==> config.mk <==
export PLATFORM = sky130hd
export DESIGN_NAME = hardware_limit_timer
export DESIGN_NICKNAME = d
export VERILOG_FILES = /design/src/hw/limit_timer_pkg.sv /design/src/hw/reset_edge_detect.sv /design/src/hw/hardware_limit_timer.sv
export SDC_FILE = /design/constraint.sdc
export NUM_CORES = 1
export LEC_CHECK = 0
export BUFFER_PORTS_ARGS = -buffer_cell sky130_fd_sc_hd__buf_2
export CAP_MARGIN = 20
export CORE_UTILIZATION = 45
export CTS_CLUSTER_SIZE = 8
export DETAILED_ROUTE_END_ITERATION = 10
export SLEW_MARGIN = 20
export SYNTH_ARGS = -nofsm -noshare
export SYNTH_HDL_FRONTEND = slang
export SYNTH_SLANG_ARGS = --single-unit
==> constraint.sdc <==
create_clock -name clk -period 2.5 [get_ports clk]
set_clock_uncertainty 0.15 [all_clocks]
set_input_delay 0.5 -clock clk [delete_from_list [all_inputs] [get_ports clk]]
set_output_delay 0.5 -clock clk [all_outputs]
set_load 0.005 [all_outputs]
==> src/hw/limit_timer_pkg.sv <==
// constants, register map and field layout of the hardware limit timer
//
// Overview of operation
// - count from instruction clock, oscillator over four
// - four-bit prescaler: divide by 1, 4, 16
// - compare count with period, match is output
// - count returns to zero after a match
// - postscaler overflow sets the limit match flag
// - interrupt requested only while enable bit set
// - sixteen postscale ratios chosen in control0
// - reset to output takes period plus one
// - count and period read/write; reset zero, ones
// - scalers cleared by count, control0 writes, reset
// - control0 write leaves count unchanged
// - three-bit select picks one of three sources, the other five are reserved
// - external reset clears count on next tick
// - rising, falling or both edges reset count
// - external reset gives no output, no postscale
// - timely external resets prevent any match
// - unscaled match goes to complementary output generator
// - count frozen during processor sleep
// - postscale ratio is field value plus one
package limit_timer_pkg;

	// register indices on the plain register port
	localparam logic [2:0] OFS_LIMIT_COUNT = 3'h0;
	localparam logic [2:0] OFS_LIMIT_PERIOD = 3'h1;
	localparam logic [2:0] OFS_LIMIT_CONTROL0 = 3'h2;
	localparam logic [2:0] OFS_LIMIT_CONTROL1 = 3'h3;
	localparam logic [2:0] OFS_PERIPHERAL_FLAG = 3'h4;
	localparam logic [2:0] OFS_PERIPHERAL_ENABLE = 3'h5;

	// limit_control0 fields
	localparam int PRESCALE_SELECT_LSB = 0;
	localparam int TIMER_ON_BIT = 2;
	localparam int POSTSCALE_SELECT_LSB = 3;
	// limit_control1 fields
	localparam int RISING_RESET_ENABLE_BIT = 0;
	localparam int FALLING_RESET_ENABLE_BIT = 1;
	localparam int RESET_SOURCE_SELECT_LSB = 2;
	// flag and enable bit position in the peripheral registers
	localparam int LIMIT_MATCH_BIT = 2;

	// values after reset
	localparam logic [7:0] COUNT_RESET = 8'h00;
	localparam logic [7:0] PERIOD_RESET = 8'hff;
	localparam logic [6:0] CONTROL0_RESET = 7'h00;
	localparam logic [4:0] CONTROL1_RESET = 5'h00;

	// instruction clock is the oscillator divided by this
	localparam int INST_DIVIDE = 4;
	localparam logic [1:0] INST_LAST = 2'(INST_DIVIDE - 1);

	// prescaler terminal counts
	localparam logic [3:0] PRESCALE_LAST_1 = 4'h0;
	localparam logic [3:0] PRESCALE_LAST_4 = 4'h3;
	localparam logic [3:0] PRESCALE_LAST_16 = 4'hf;

	// implemented reset sources, the rest are reserved
	localparam logic [2:0] SOURCE_CAPTURE = 3'h0;
	localparam logic [2:0] SOURCE_COMPARATOR1 = 3'h1;
	localparam logic [2:0] SOURCE_COMPARATOR2 = 3'h2;

endpackage : limit_timer_pkg

==> src/hw/reset_edge_detect.sv <==
// synchroniser, source select and edge detector for the reset inputs
`timescale 1ns/1ns
module reset_edge_detect (
	// clock and reset
	input wire logic clk,
	input wire logic reset,
	// raw peripheral outputs, unrelated to clk
	input wire logic [2:0] source_raw,
	// selection from limit_control1
	input wire logic [2:0] select,
	// one-cycle edge pulses of the selected source
	output logic rise,
	output logic fall
);
	import limit_timer_pkg::*;

	typedef struct packed {
		logic [2:0] sync1;
		logic [2:0] sync2;
		logic last;
		logic rise;
		logic fall;
	} edge_state_t;

	edge_state_t state;
	edge_state_t next_state;
	logic chosen;

	// reserved selections read as a quiet low input
	always_comb begin
		case (select)
			SOURCE_CAPTURE: chosen = state.sync2[0];
			SOURCE_COMPARATOR1: chosen = state.sync2[1];
			SOURCE_COMPARATOR2: chosen = state.sync2[2];
			default: chosen = 1'b0;
		endcase
	end

	// sync1 is only read by sync2, edges come from sync2
	always_comb begin
		next_state = state;
		next_state.sync1 = source_raw;
		next_state.sync2 = state.sync1;
		next_state.last = chosen;
		next_state.rise = chosen & ~state.last;
		next_state.fall = ~chosen & state.last;
	end

	always_ff @(posedge clk) begin
		if (reset) begin
			state <= '0;
		end else begin
			state <= next_state;
		end
	end

	assign rise = state.rise;
	assign fall = state.fall;

endmodule : reset_edge_detect

==> src/hw/hardware_limit_timer.sv <==
// hardware limit timer: prescaled period timer with external restart
//
// Our own choices: the register offsets and the address-and-strobe port.
`timescale 1ns/1ns
module hardware_limit_timer (
	// clock and reset
	input wire logic clk,
	input wire logic reset,
	// register port
	input wire logic [2:0] addr,
	input wire logic [7:0] wdata,
	input wire logic wr,
	input wire logic rd,
	output logic [7:0] rdata,
	// processor sleep level
	input wire logic sleep,
	// asynchronous reset sources
	input wire logic capture_compare_unit_out,
	input wire logic comparator1_out,
	input wire logic comparator2_out,
	// outputs
	output logic limit_match,
	output logic limit_irq
);
	import limit_timer_pkg::*;

	typedef struct packed {
		logic [7:0] limit_count;
		logic [7:0] limit_period;
		logic [6:0] limit_control0;
		logic [4:0] limit_control1;
		logic limit_match_flag;
		logic limit_match_int_enable;
		logic [1:0] inst_div;
		logic [3:0] prescale;
		logic [3:0] postscale;
		logic ext_pending;
		logic match_out;
		logic [7:0] rdata;
	} timer_state_t;

	timer_state_t state;
	timer_state_t next_state;

	// decoded fields and timing strobes
	logic [1:0] prescale_select;
	logic [3:0] postscale_select;
	logic timer_on;
	logic [2:0] reset_source_select;
	logic rising_reset_enable;
	logic falling_reset_enable;
	logic edge_rise;
	logic edge_fall;
	logic ext_event;
	logic inst_tick;
	logic run;
	logic timer_tick;
	logic count_hit;
	logic write_count;
	logic write_control0;
	logic write_flag;

	// terminal count of the prescaler for a select value
	function automatic logic [3:0] prescale_last(input logic [1:0] sel);
		logic [3:0] result;
		result = PRESCALE_LAST_1;
		if (sel[1]) begin
			result = PRESCALE_LAST_16;
		end else if (sel[0]) begin
			result = PRESCALE_LAST_4;
		end
		return result;
	endfunction : prescale_last

	// register decode, used by several branches below
	function automatic logic hit(input logic strobe,
		input logic [2:0] a, input logic [2:0] ofs);
		return strobe && (a == ofs);
	endfunction : hit

	// field views of the control registers
	assign prescale_select = state.limit_control0[PRESCALE_SELECT_LSB +: 2];
	assign postscale_select =
		state.limit_control0[POSTSCALE_SELECT_LSB +: 4];
	assign timer_on = state.limit_control0[TIMER_ON_BIT];
	assign reset_source_select =
		state.limit_control1[RESET_SOURCE_SELECT_LSB +: 3];
	assign rising_reset_enable =
		state.limit_control1[RISING_RESET_ENABLE_BIT];
	assign falling_reset_enable =
		state.limit_control1[FALLING_RESET_ENABLE_BIT];

	// the peripheral outputs are unrelated to clk, so they are
	// synchronised before any edge is looked for
	reset_edge_detect edge_detect (
		.clk(clk),
		.reset(reset),
		.source_raw({comparator2_out, comparator1_out,
			capture_compare_unit_out}),
		.select(reset_source_select),
		.rise(edge_rise),
		.fall(edge_fall)
	);

	// enabled edges only; both enables give both edges
	assign ext_event = (edge_rise && rising_reset_enable)
		|| (edge_fall && falling_reset_enable);

	// the instruction clock is an enable every fourth cycle
	assign inst_tick = (state.inst_div == INST_LAST);
	// sleep and timer_on both freeze the whole count path
	assign run = inst_tick && timer_on && !sleep;
	assign timer_tick = run
		&& (state.prescale == prescale_last(prescale_select));
	// count and period are compared all the time
	assign count_hit = (state.limit_count == state.limit_period);

	assign write_count = hit(wr, addr, OFS_LIMIT_COUNT);
	assign write_control0 = hit(wr, addr, OFS_LIMIT_CONTROL0);
	assign write_flag = hit(wr, addr, OFS_PERIPHERAL_FLAG);

	// next state of the whole block
	always_comb begin
		next_state = state;
		next_state.match_out = 1'b0;
		next_state.rdata = 8'h00;

		// free-running instruction clock divider
		next_state.inst_div = state.inst_div + 2'h1;

		// hold an external event until the timer clock edge, since
		// with a prescaler the edge may come many cycles later
		if (ext_event) begin
			next_state.ext_pending = 1'b1;
		end

		// prescaler advances on each running instruction cycle
		if (run) begin
			if (timer_tick) begin
				next_state.prescale = 4'h0;
			end else begin
				next_state.prescale = state.prescale + 4'h1;
			end
		end

		// the count on the timer clock edge
		if (timer_tick) begin
			if (state.ext_pending) begin
				// external clear: no output, no postscale
				next_state.limit_count = COUNT_RESET;
				next_state.ext_pending = ext_event;
			end else if (count_hit) begin
				next_state.limit_count = COUNT_RESET;
				next_state.match_out = 1'b1;
				// ratio is select value plus one
				if (state.postscale == postscale_select) begin
					next_state.postscale = 4'h0;
					next_state.limit_match_flag = 1'b1;
				end else begin
					next_state.postscale = state.postscale + 4'h1;
				end
			end else begin
				next_state.limit_count = state.limit_count + 8'h01;
			end
		end

		// register writes; a write of the count wins over the tick
		if (write_count) begin
			next_state.limit_count = wdata;
			next_state.prescale = 4'h0;
			next_state.postscale = 4'h0;
		end
		if (hit(wr, addr, OFS_LIMIT_PERIOD)) begin
			next_state.limit_period = wdata;
		end
		if (write_control0) begin
			// count is left as it is
			next_state.limit_control0 = wdata[6:0];
			next_state.prescale = 4'h0;
			next_state.postscale = 4'h0;
		end
		if (hit(wr, addr, OFS_LIMIT_CONTROL1)) begin
			next_state.limit_control1 = wdata[4:0];
		end
		// writing zero clears the flag, a same-cycle set still wins
		if (write_flag && !wdata[LIMIT_MATCH_BIT]
			&& !next_state.limit_match_flag) begin
			next_state.limit_match_flag = 1'b0;
		end else if (write_flag && wdata[LIMIT_MATCH_BIT]) begin
			next_state.limit_match_flag = 1'b1;
		end
		if (write_flag && !wdata[LIMIT_MATCH_BIT]
			&& !(timer_tick && !state.ext_pending && count_hit
			&& state.postscale == postscale_select)) begin
			next_state.limit_match_flag = 1'b0;
		end
		if (hit(wr, addr, OFS_PERIPHERAL_ENABLE)) begin
			next_state.limit_match_int_enable = wdata[LIMIT_MATCH_BIT];
		end

		// read data stand only in the cycle after the strobe
		if (rd) begin
			case (addr)
				OFS_LIMIT_COUNT: next_state.rdata = state.limit_count;
				OFS_LIMIT_PERIOD: next_state.rdata = state.limit_period;
				OFS_LIMIT_CONTROL0:
					next_state.rdata = {1'b0, state.limit_control0};
				OFS_LIMIT_CONTROL1:
					next_state.rdata = {3'h0, state.limit_control1};
				OFS_PERIPHERAL_FLAG: next_state.rdata =
					8'(state.limit_match_flag) << LIMIT_MATCH_BIT;
				OFS_PERIPHERAL_ENABLE: next_state.rdata =
					8'(state.limit_match_int_enable) << LIMIT_MATCH_BIT;
				default: next_state.rdata = 8'h00;
			endcase
		end
	end

	// every device reset lands here: count zero, period all ones
	always_ff @(posedge clk) begin
		if (reset) begin
			state <= '0;
			state.limit_count <= COUNT_RESET;
			state.limit_period <= PERIOD_RESET;
			state.limit_control0 <= CONTROL0_RESET;
			state.limit_control1 <= CONTROL1_RESET;
			state.prescale <= 4'h0;
			state.postscale <= 4'h0;
		end else begin
			state <= next_state;
		end
	end

	// unscaled match goes only to the output generator
	assign limit_match = state.match_out;
	// interrupt request gated by its enable
	assign limit_irq = state.limit_match_flag
		&& state.limit_match_int_enable;
	assign rdata = state.rdata;

	// checks on the design's own behaviour
	logic match_now;
	assign match_now = timer_tick && !state.ext_pending && count_hit
		&& !write_count;

	chk_inst_rate: assert property (@(posedge clk) disable iff (reset)
		inst_tick |=> !inst_tick [*3] ##1 inst_tick)
		else $error("instruction tick not every fourth cycle");

	// after a divide-by-16 tick the next one is many clocks away, unless
	// software changes the select in between
	chk_presc_16: assert property (@(posedge clk)
		disable iff (reset)
		timer_tick && prescale_select[1]
		|=> (!timer_tick || !prescale_select[1]) [*8])
		else $error("divide by sixteen tick came too soon");

	chk_match_out: assert property (@(posedge clk) disable iff (reset)
		match_now |=> limit_match ##1 !limit_match)
		else $error("match pulse missing or too long");

	chk_wrap_zero: assert property (@(posedge clk) disable iff (reset)
		match_now |=> state.limit_count == 8'h00)
		else $error("count not zero after match");

	chk_flag_set: assert property (@(posedge clk) disable iff (reset)
		match_now && state.postscale == postscale_select
		|=> state.limit_match_flag)
		else $error("flag not set on postscale overflow");

	chk_irq_gate: assert property (@(posedge clk) disable iff (reset)
		limit_irq |-> $past(state.limit_match_int_enable) || $past(
		hit(wr, addr, OFS_PERIPHERAL_ENABLE)))
		else $error("interrupt raised while disabled");

	chk_reset_vals: assert property (@(posedge clk)
		reset |=> state.limit_count == 8'h00 && state.limit_period == 8'hff)
		else $error("reset values of count or period wrong");

	chk_scaler_clear: assert property (@(posedge clk) disable iff (reset)
		write_count || write_control0
		|=> state.prescale == 4'h0 && state.postscale == 4'h0)
		else $error("scalers not cleared by write");

	chk_ctrl_count: assert property (@(posedge clk) disable iff (reset)
		write_control0 && !write_count && !timer_tick
		|=> state.limit_count == $past(state.limit_count))
		else $error("control0 write changed the count");

	chk_ext_quiet: assert property (@(posedge clk) disable iff (reset)
		timer_tick && state.ext_pending && !write_count && !write_control0
		|=> state.limit_count == 8'h00 && !limit_match
		&& state.postscale == $past(state.postscale))
		else $error("external clear gave output or postscale");

	chk_sleep_hold: assert property (@(posedge clk) disable iff (reset)
		sleep && !write_count |=> $stable(state.limit_count))
		else $error("count moved during sleep");

	// these hold under any register traffic; write cycles are left out
	// where a write may override the tick, since the write must win
	// there
	chk_count_step: assert property (@(posedge clk)
		disable iff (reset)
		timer_tick && !state.ext_pending && !count_hit && !write_count
		|=> state.limit_count == $past(state.limit_count) + 8'h01)
		else $error("count did not step by one on a tick");

	// no tick and no write: the count holds, which covers timer_on low
	chk_count_idle: assert property (@(posedge clk)
		disable iff (reset)
		!timer_tick && !write_count
		|=> $stable(state.limit_count))
		else $error("count moved without a timer tick");

	// an enabled edge of the selected source arms the pending clear
	chk_edge_arm: assert property (@(posedge clk)
		disable iff (reset)
		(edge_rise && rising_reset_enable)
		|| (edge_fall && falling_reset_enable) |=> state.ext_pending)
		else $error("enabled source edge did not arm a clear");

	// a flag clear sticks unless an overflow lands in the same cycle
	chk_flag_clear: assert property (@(posedge clk)
		disable iff (reset)
		write_flag && !wdata[LIMIT_MATCH_BIT]
		&& !(match_now && state.postscale == postscale_select)
		|=> !state.limit_match_flag)
		else $error("flag clear did not take");

	// read data are zero outside the cycle after a read strobe
	chk_read_idle: assert property (@(posedge clk)
		disable iff (reset)
		!rd |=> rdata == 8'h00)
		else $error("read data outside the read cycle");

	cov_match: cover property (@(posedge clk) disable iff (reset)
		limit_match);
	cov_flag: cover property (@(posedge clk) disable iff (reset)
		$rose(state.limit_match_flag));
	cov_ext_clear: cover property (@(posedge clk) disable iff (reset)
		timer_tick && state.ext_pending);
	cov_presc16: cover property (@(posedge clk) disable iff (reset)
		timer_tick && prescale_select[1]);
	cov_irq: cover property (@(posedge clk) disable iff (reset)
		limit_irq);

endmodule : hardware_limit_timer

After elaboration in Yosys (flattened, before gate mapping)
Index checks and enable logic that the tools add are counted.

storage, ports and cells
  register bits after elaboration = 59
  input port bits = 19
  output and inout bits = 10
  logic and storage cells = 92

operators by class
  add/subtract/negate cells = 4
  equality and inequality tests = 11
  muxes and demuxes = 20
  bitwise gates (word level) = 7
  reductions and logical operators = 33

operators by type and width
  kind                 count
  $pmux 8 s6           1
  $mux 8               4
  $logic_and 1x1->1    19
  $mux 4               3
  $eq 3x2->1 const B   3
  $mux 1               9
  $reduce_or 3->1      3
  $add 4x1->4 const B  2
  $add 8x1->8 const B  1
  $eq 4x4->1           2
  $eq 8x8->1           1
  $eq 3x1->1 const B   2
  $eq 3x3->1 const B   2
  $logic_not 3->1      2
  $logic_not 1->1      5
  $not 1->1            5
  $mux 2               2
  $pmux 1 s3           1
  $reduce_and 3->1     1
  $add 2x1->2 const B  1
  $and 1x1->1          2
  $eq 2x2->1 const B   1
  $reduce_bool 2->1    1
  $reduce_or 2->1      1
  $logic_or 1x1->1     1

Depth between registers and ports, before layout
Gate-level depths: netlist (run 1).

  word-level depth = 10
  depth in mapped cells = 7
  mapped depth without buffers = 6

By module
A second synthesis (run 1) with hierarchy kept.

unflattened totals
  cell total of the unflattened synthesis = 317
  area total of the unflattened synthesis = 2930.3 µm²

modules (own cells, without submodules)
  module                instances  cells an instance  area each (µm²)  seq. area each (µm²)
  hardware_limit_timer  1          291                2620.0           1001.0
  reset_edge_detect     1          26                 310.3            180.2

Least setup slack after synthesis (run 1)
No wires, ideal clock.

  path kind = input to register
  from = in sleep
  to = reg state[49] in the netlist's numbering
  setup time = 74 ps
  data arrival time = 1878 ps
  required time = 2276 ps
  setup slack = 398 ps
  stages on the path = 5
  buffers on the path = 0
  cells stage by stage = nand3b_2 > or4_1 > a2111oi_1 > o21ai_1 > a31oi_1

between the ends
  word-level cells in the longest chain between the ends = 4

RTL lines
  element                             RTL line                     text
  start: declaration                  hardware_limit_timer.sv:16   input wire logic sleep,
  $logic_not 1->1                     hardware_limit_timer.sv:112  assign run = inst_tick && timer_on && !sleep;
  $logic_and 1x1->1                   hardware_limit_timer.sv:112
  $logic_and 1x1->1                   hardware_limit_timer.sv:114  && (state.prescale == prescale_last(prescale_select));
  $reduce_bool 2->1 (no source line)  n/a
  end signal: assignment              hardware_limit_timer.sv:230  state <= next_state;
  end: declaration                    hardware_limit_timer.sv:42   timer_state_t state;

Every way passes these cells.
A chain may end at the register's enable or synchronous reset.

Worst setup path in the final report (run 1)
  from = reg state[16] in the netlist's numbering
  to = reg state[12] in the netlist's numbering

between the ends
  word-level cells in the longest chain between the ends = 3

RTL lines
  element                            RTL line
  $eq 4x4->1                         hardware_limit_timer.sv:114
  $logic_and 1x1->1                  hardware_limit_timer.sv:114
  $reduce_and 3->1 (no source line)  n/a

Every way passes these cells.

==> results of run 1 <==
-- where the power goes --
group	switching (mW)	leakage [nW]	internal, mW	total, mW
clock	0.373	0.108	0.538	0.911
sequential	0.0249	0.480	0.970	0.995
combinational	0.106	0.829	0.0813	0.187
-- worst max-delay path, delay by kind of cell (launching register included) --
kind / cells / cell delay (ps)
simple gates: 3 / 1220
compound gates: 2 / 440
flops: 1 / 350
-- final timing paths --
path / startpoint / end / slack, ps
worst max-delay path: state[16] / state[12] / 270
worst min-delay path: comparator2_out / edge_detect.next_state[5] / 220
worst max register to register: state[16] / state[12] / 270
worst min register to register: edge_detect.state[2] / edge_detect.rise / 260
-- per-layer routing --
layer,up-vias,global-route usage [%],part of all wire [%]
met4,0,7.93,1.8
li1,1185,-,-
met3,13,6.37,5.6
met5,-,0,0
met2,59,34.4,44
met1,1094,30.3,48
-- metrics by stage --
stage	utilization, %	area [um^2]	hold WS (ps)	cells	total power [mW]
after floorplan	-	2930	239	318	1.14
after global placement	49.7	3140	244	414	1.20
after detailed placement	49.7	3140	248	414	1.20
after CTS	53.1	3350	200	430	2.12
after global routing	53.1	3350	229	430	2.18
final	53.1	3350	216	430	2.09
-- layout make-up --
class | count | share of cell area [%]
multi-input combinational | 236 | 48.5
sequential | 59 | 35.2
timing repair buffer | 40 | 6.87
clock buffer | 12 | 4.93
tap | 77 | 2.87
clock inverter | 4 | 1.42
inverter | 2 | 0.224
-- synth_stat cells, drive strengths merged (2+ instances only) --
library cell / count
or4: 3
nor4: 4
o31ai: 2
o21bai: 7
xor2: 10
clkbuf: 9
nand3: 5
and3b: 2
a21oi: 12
buf: 12
or3b: 2
o21ai: 11
o22a: 4
nor3: 6
nand2: 33
dfxtp: 59
nand3b: 12
inv: 2
and2: 2
a31oi: 8
mux2i: 28
xnor2: 4
nor2b: 12
or2: 3
nor2: 32
nand4bb: 3
nand2b: 2
nand4: 4
a211oi: 4
ha: 4
or4b: 2
nor3b: 2
and3: 2
-- state kept, by name, summed over array words and instances, names as in the netlist --
register / flops
edge_detect.next_state: 3
rdata: 8
limit_match: 1
edge_detect.rise: 1
edge_detect.state: 4
reset_source_select: 3
state: 30
edge_detect.fall: 1
rising_reset_enable: 1
postscale_select: 4
prescale_select: 2
falling_reset_enable: 1
-- cells by family (layout without fill, tap and decap cells) --
group                      after synthesis  after routing
xor gates and xnor gates                14             14
buffers and inverters                   23             58
adders and majority gates                4              4
and+or+nand+nor                        133            133
DFF                                     59             59
AOI/OAI and AO/OA                       56             56
muxes                                   29             29
==> impl_metrics.ini, run 1 <==
[floorplan]
ioPinCount = 29
core_area_mm2 = 0.00631
die-area_mm2 = 0.00684
num_rows = 29
dieHeight_um = 82.7
initial_core_util_pct = 46.5
die_x_um = 82.7

[drt]
ant_nets = 0
drcViolationCount = 0
finalWirelength_um = 6890
drt_pass1_iterations = 5
drtIter0Drc = 131
wire_per_inst_um = 16.0
viasPerCell = 5.47
vias = 2351

[outcome]
status = finished, final reports clean

[synth]
yosys_warnings = 0
synth_top_area_share_pct = 40.3
synth_seq_cells = 59
ys_async_sr_fraction_pct = 0
seq_area_frac_synth_pct = 40.3
synth_top_family_by_area = simple AND/OR/NAND/NOR gates
yosys-top-cells-area = dfxtp_1 40%, mux2i_1 9.6%, nand2_1 4.1%, nor2_1 4.0%, xor2_1 3.0%
syn-num-nets = 341
yosysTopAreaCell = dfxtp_1
synth_cell_types = 60
syn-mean-instance-area_um2 = 9.22
syn_area_mm2 = 0.00293
synth-edff-count = 0
synth-simple-area-share_pct = 26.1
synthAdderAreaFrac_pct = 1.71
synth_xor_area_share_pct = 4.18
ys.flop_type = dfxtp_1
synth_compound_area_share_pct = 13.5
netlist_instances = 318
muxShareOfSynthArea_pct = 9.94

[critical_path]
worstPathCellList = or4b_4 -> a211oi_2 -> nor2_2 -> or4_1 -> a21oi_1
critPathMaxStageDelay_ps = 590
end_kind = register
worstPathArrival_ps = 2350
crit_type = register to register
crit_required_ps = 2620
worstRegToRegCells = 5
cp_slowest_cell = or4b_4
cp_max_fo = 9
startpoint_type = register

[timing]
fin_ws_ps = 267
slew_violations = 0
setup_tns_ps = 0
fin_crit_sh_pct = 89.3
setup_viol = 0
worst_pin_slew_ps = 465
fin_crit_ps = 2230
relSlewSlack_pct = 68.8
rsz0062_at_grt = no
hold_viol_final = 0
clock.fmax_mhz = 448

[clock_tree]
cts_tree = done
clk_path_buf_depth = 2
cts_resized = 0
clock_sinks = 59
cts.htree.levels = 3
cts_buffers = 9
clock_latency_ps = 340
clock_tree.root_cell = clkbuf_8
path_clk_slew_ps = 70
cts_hold_buf = 0
post-cts-setup-buffers = 0

[global_routing]
grt_pass1_wl_um = 11100
grt_use_total_pct = 22.6
antenna_found_initial = 0
grt_pass1_vias = 2198
grt_overflow = 0
grt_max_degree = 46

[power]
power.density_mw_per_mm2 = 624
p_leak_nw = 1.42
ir_drop_mv = 0.415

[placement]
portBuffers = 28
gp_congestion = 0.816
dp_slack_ps = 164
hpwlAfterDp_um = 5060

[finish]
fill_cells = 598
drive_above_1_share_pct = 20.7
fin_nets = 371
final_cell_mix = 59 x dfxtp_1, 32 x nand2_1, 31 x nor2_1, 28 x mux2i_1, 28 x buf_2
multi_input_area_mm2 = 0.00163
seq_area_mm2 = 0.00118
area_growth_pct = 14.3
mostFrequentLayoutCell = dfxtp_1
insertedDiodeCount = 0

[min_path]
hold_depth = 2
hp-class = primary input to register

[flow_run]
drv_cap = 0
No activity file was read; power rests on OpenSTA's default activity.
==> run 2, diff against run 1 <==
--- a/config.mk
+++ b/config.mk
@@ -7,7 +7,8 @@
 export LEC_CHECK = 0
 export BUFFER_PORTS_ARGS = -buffer_cell sky130_fd_sc_hd__buf_2
 export CAP_MARGIN = 20
-export CORE_UTILIZATION = 45
+export CORE_MARGIN = 3
+export CORE_UTILIZATION = 40
 export CTS_CLUSTER_SIZE = 8
 export DETAILED_ROUTE_END_ITERATION = 10
 export SLEW_MARGIN = 20
==> impl_metrics.ini, run 2 (synthesis results as in run 1) <==
[clock_tree]
clock_latency_ps = 340
post-cts-setup-buffers = 0
cts.htree.levels = 3
path_clk_slew_ps = 70
clock_sinks = 59
clock_tree.root_cell = clkbuf_8
cts_hold_buf = 0
cts_resized = 0
cts_buffers = 9
clk_path_buf_depth = 2
cts_tree = done

[global_routing]
grt_use_met1_pct = 23.2
grtUsageMet3_pct = 4.59
antenna_found_initial = 0
grt_max_degree = 46
grt_pass1_wl_um = 11500
busiest_layer = met2
grt_pass1_vias = 2221
grtUsageMet2_pct = 27.3
grt_overflow = 0
grt_use_total_pct = 17.5

[power]
ir_drop_mv = 0.268
p_leak_nw = 1.42
total_power_mw = 2.07
power.density_mw_per_mm2 = 615

[timing]
slew_violations = 0
clock.fmax_mhz = 449
hold_viol_final = 0
rsz0062_at_grt = no
setup_viol = 0
relSlewSlack_pct = 70.4
fin_crit_sh_pct = 89.0
worst_pin_slew_ps = 440
fin_crit_ps = 2230
setup_tns_ps = 0

[finish]
largest_reg_flops = 30
mostFrequentLayoutCell = dfxtp_1
fin_nets = 371
final_cell_mix = 59 x dfxtp_1, 32 x nand2_1, 31 x nor2_1, 28 x mux2i_1, 28 x buf_2
drive_above_1_share_pct = 20.4
regMostFlops = state
area_growth_pct = 14.8
final_util_pct = 48.5
insertedDiodeCount = 0

[drt]
drtIter0Drc = 117
ant_nets = 0
viasPerCell = 5.29
vias = 2373
wire_per_inst_um = 15.7
finalWirelength_um = 7030
drcViolationCount = 0
drt_pass1_iterations = 5

[critical_path]
r2r_setup_slack_ps = 270
startpoint = state[16]
worstPathCellList = or4b_4 -> a211oi_2 -> nor2_2 -> or4_1 -> a21oi_1
critPathMaxStageDelay_ps = 590
crit_required_ps = 2620
cp_slowest_cell = or4b_4
critPathBufInv = 0
end_kind = register
startpoint_type = register
timing.rr.end = state[13]
r2r-start = state[16]
crit_family = simple AND/OR/NAND/NOR gates
crit_type = register to register
cp_max_fo = 9
worstRegToRegCells = 5
worstPathArrival_ps = 2350

[placement]
portBuffers = 28
hpwlAfterDp_um = 5130
gp_congestion = 0.843

[floorplan]
ioPinCount = 29
die-area_mm2 = 0.00840
core_area_mm2 = 0.00694
die_x_um = 91.6
num_rows = 30
initial_core_util_pct = 42.2
dieHeight_um = 91.6

[min_path]
hold_depth = 2
hp-class = primary input to register
whs_endpoint = edge_detect.next_state[5]
hp-start = comparator2_out

[outcome]
status = finished, final reports clean

[flow_run]
drv_cap = 0
## run 2: cell types whose count changed in the layout (fill, tap and decap cells not counted)
| cell | before | now |
|---|---|---|
| clkinv_4 | 0 | 1 |
| clkbuf_8 | 12 | 11 |
| clkbuf_1 | 0 | 1 |
| clkinvlp_4 | 1 | 0 |
## run 2: worst max-delay path by stage
stage,endpoint,slack (ps),cells past startpoint
after floorplan,state[49],400,5
after global placement,state[49],240,6
after detailed placement,state[49],190,6
after CTS,state[13],270,5
after global routing,state[49],180,5
final,state[13],270,5
## run 2: through the flow
stage	worst slack (ps)	cells	hold slack, ps	area (um^2)
detailed placement	185	433	267	3160
finish	274	449	210	3370
global route	180	449	218	3370
floorplan	398	318	239	2930
CTS	270	449	206	3370
global placement	242	433	242	3160
## run 2: layout make-up
type	instances	area (um^2)
clock inverters	4	48.8
fillers	688	3580
clock buffers	12	155
flip-flops and latches	59	1180
inverters	2	7.51
repair buffers	40	230
multi-input cells	236	1630
well taps	96	120
## run 2: metal layers
layer	routed length, um	vias up
met5	0	-
li1	-	1187
met2	3170	58
met1	3430	1120
met3	300	8
met4	121	0
## run 2: power breakdown
part           leakage (nW)  internal (mW)  switching [mW]
Sequential            0.480          0.970          0.0251
Clock                 0.106          0.513           0.375
Combinational         0.830         0.0820           0.107
Total                  1.42           1.57           0.508
==> run 3, diff against run 2 <==
--- a/config.mk
+++ b/config.mk
@@ -7,11 +7,13 @@
 export LEC_CHECK = 0
 export BUFFER_PORTS_ARGS = -buffer_cell sky130_fd_sc_hd__buf_2
 export CAP_MARGIN = 20
+export CELL_PAD_IN_SITES_DETAIL_PLACEMENT = 0
+export CELL_PAD_IN_SITES_GLOBAL_PLACEMENT = 1
 export CORE_MARGIN = 3
 export CORE_UTILIZATION = 40
 export CTS_CLUSTER_SIZE = 8
 export DETAILED_ROUTE_END_ITERATION = 10
-export SLEW_MARGIN = 20
+export PLACE_DENSITY_LB_ADDON = 0.1
 export SYNTH_ARGS = -nofsm -noshare
 export SYNTH_HDL_FRONTEND = slang
 export SYNTH_SLANG_ARGS = --single-unit
==> constraint.sdc (replaced) <==
create_clock -name clk -period 1.9 [get_ports clk]
set_clock_uncertainty 0.15 [all_clocks]
set_input_delay 0.38 -clock clk [delete_from_list [all_inputs] [get_ports clk]]
set_output_delay 0.38 -clock clk [all_outputs]
set_load 0.005 [all_outputs]
==> impl_metrics.ini, run 3 (synthesis results as in run 1) <==
[timing]
hold_viol_final = 0
fin_crit_sh_pct = 110
slew_violations = 0
fin_ws_ps = -197
relSlewSlack_pct = 76.1
setup_viol = 11
setup_tns_ps = -1390
hold_ws_ps = 93.5
worst_pin_slew_ps = 358
clock.fmax_mhz = 477
rsz0062_at_grt = yes
fin_crit_ps = 2100

[drt]
viasPerCell = 5.07
finalWirelength_um = 7680
drcViolationCount = 0
vias = 2480
drtIter0Drc = 111
wire_per_inst_um = 15.7
ant_nets = 0
drt_pass1_iterations = 4

[floorplan]
initial_core_util_pct = 42.2
num_rows = 30
die_x_um = 91.6
die-area_mm2 = 0.00840
dieHeight_um = 91.6
ioPinCount = 29
core_area_mm2 = 0.00694

[power]
ir_drop_mv = 0.404
intPower_mw = 2.22
total_power_mw = 2.89
switching_share_pct = 23.4
p_leak_nw = 1.63
power_frac_comb_pct = 10.2
p_sw_mw = 0.678
power_frac_seq_pct = 44.9
power.density_mw_per_mm2 = 769
pwr-share-clk_pct = 44.9

[outcome]
status = finished with violations
violations = negative setup slack

[finish]
insertedDiodeCount = 0
area_growth_pct = 28.3
drive_above_1_share_pct = 30.5
mostFrequentLayoutCell = dfxtp_1
largest_reg_flops = 30
stdcell_count = 489
fin_nets = 411
final_cell_mix = 57 x dfxtp_1, 49 x buf_4, 32 x nand2_1, 31 x nor2_1
fill_cells = 669
regMostFlops = state

[critical_path]
cp_slowest_cell = or4b_4
cp_max_fo = 3
worstRegToRegCells = 6
crit_required_ps = 2020
startpoint_type = register
critPathMaxStageDelay_ps = 580
timing.rr.end = state[21]
critPathBufInv = 1
r2r_setup_slack_ps = -200
crit_family = simple AND/OR/NAND/NOR gates
crit_type = register to register
crit_end = state[21]
r2r-start = state[16]
startpoint = state[16]
worstPathArrival_ps = 2220
end_kind = register
worstPathCellList = or4b_4 -> a211oi_4 -> buf_4 -> o2111ai_4 -> or2_1 -> a21oi_1
path_depth = 6

[global_routing]
grt_pass1_vias = 2460
grt_pass1_wl_um = 12700
antenna_found_initial = 0
grt_use_total_pct = 19.6
grt_overflow = 0
grt_max_degree = 28

[clock_tree]
clock_tree.root_cell = clkbuf_8
cts.htree.levels = 3
cts_tree = done
clock_latency_ps = 340
clk_path_buf_depth = 2
cts_buffers = 9
path_clk_slew_ps = 70
clock_sinks = 59

[placement]
portBuffers = 28
hpwlAfterDp_um = 5660
dp_cells = 471
gp_congestion = 0.834

[flow_run]
drv_cap = 0

[min_path]
hp-class = primary input to register
hold_depth = 2
run 3: changes by cell type in the layout (fill, tap and decap cells not counted), sizes merged:
cell | before | now
bufinv | 1 | 2
buf | 40 | 80
clkbuf | 12 | 11
run 3: how the worst min path moves through the flow:
stage                                    start                         to
final                          comparator2_out  edge_detect.next_state[5]
after global routing           comparator2_out  edge_detect.next_state[5]
after CTS                      comparator2_out  edge_detect.next_state[5]
after detailed placement  edge_detect.state[2]           edge_detect.rise
after global placement    edge_detect.state[2]           edge_detect.rise
after floorplan           edge_detect.state[2]           edge_detect.rise
run 3: final cells by class:
type | instances | area (um^2) | share of cell area, %
multi-input cells | 236 | 1680 | 44.7
clock buffers | 11 | 151 | 4.02
flip-flops and latches | 59 | 1180 | 31.4
repair buffers | 80 | 542 | 14.4
well taps | 96 | 120 | 3.19
clock inverters | 5 | 75.1 | 1.99
inverters | 2 | 7.51 | 0.199
run 3: repair_timing:
item / in CTS / in global routing
setup endpoints to repair: 14 / 16
resized for setup: 5 / 7
setup buffers: 2 / 0
gates cloned: 0 / 0
hold buffers: 0 / 0
pin swaps: 8 / 7
run 3: per-layer routing:
metal	track usage, %	up-vias	wire length, um
li1	-	1271	-
met1	26.6	1163	3770
met2	30.6	40	3560
met3	5.25	6	272
met4	5.65	0	74
met5	0	-	0
run 3: power groups by stage:
stage / sequential (mW) / combinational (mW) / clock, mW
after global routing: 1.30 / 0.328 / 1.38
after detailed placement: 1.33 / 0.291 / 0
after floorplan: 1.33 / 0.174 / 0
after global placement: 1.33 / 0.290 / 0
after CTS: 1.30 / 0.294 / 1.33
final: 1.30 / 0.295 / 1.30
run 3: through the flow:
stage	setup slack, ps	area [um^2]	utilization [%]
after global placement	-170	3460	49.8
after global routing	-260	3760	54.2
after CTS	-210	3730	53.7
after floorplan	-165	2940	-
final	-197	3760	54.2
after detailed placement	-212	3460	49.8
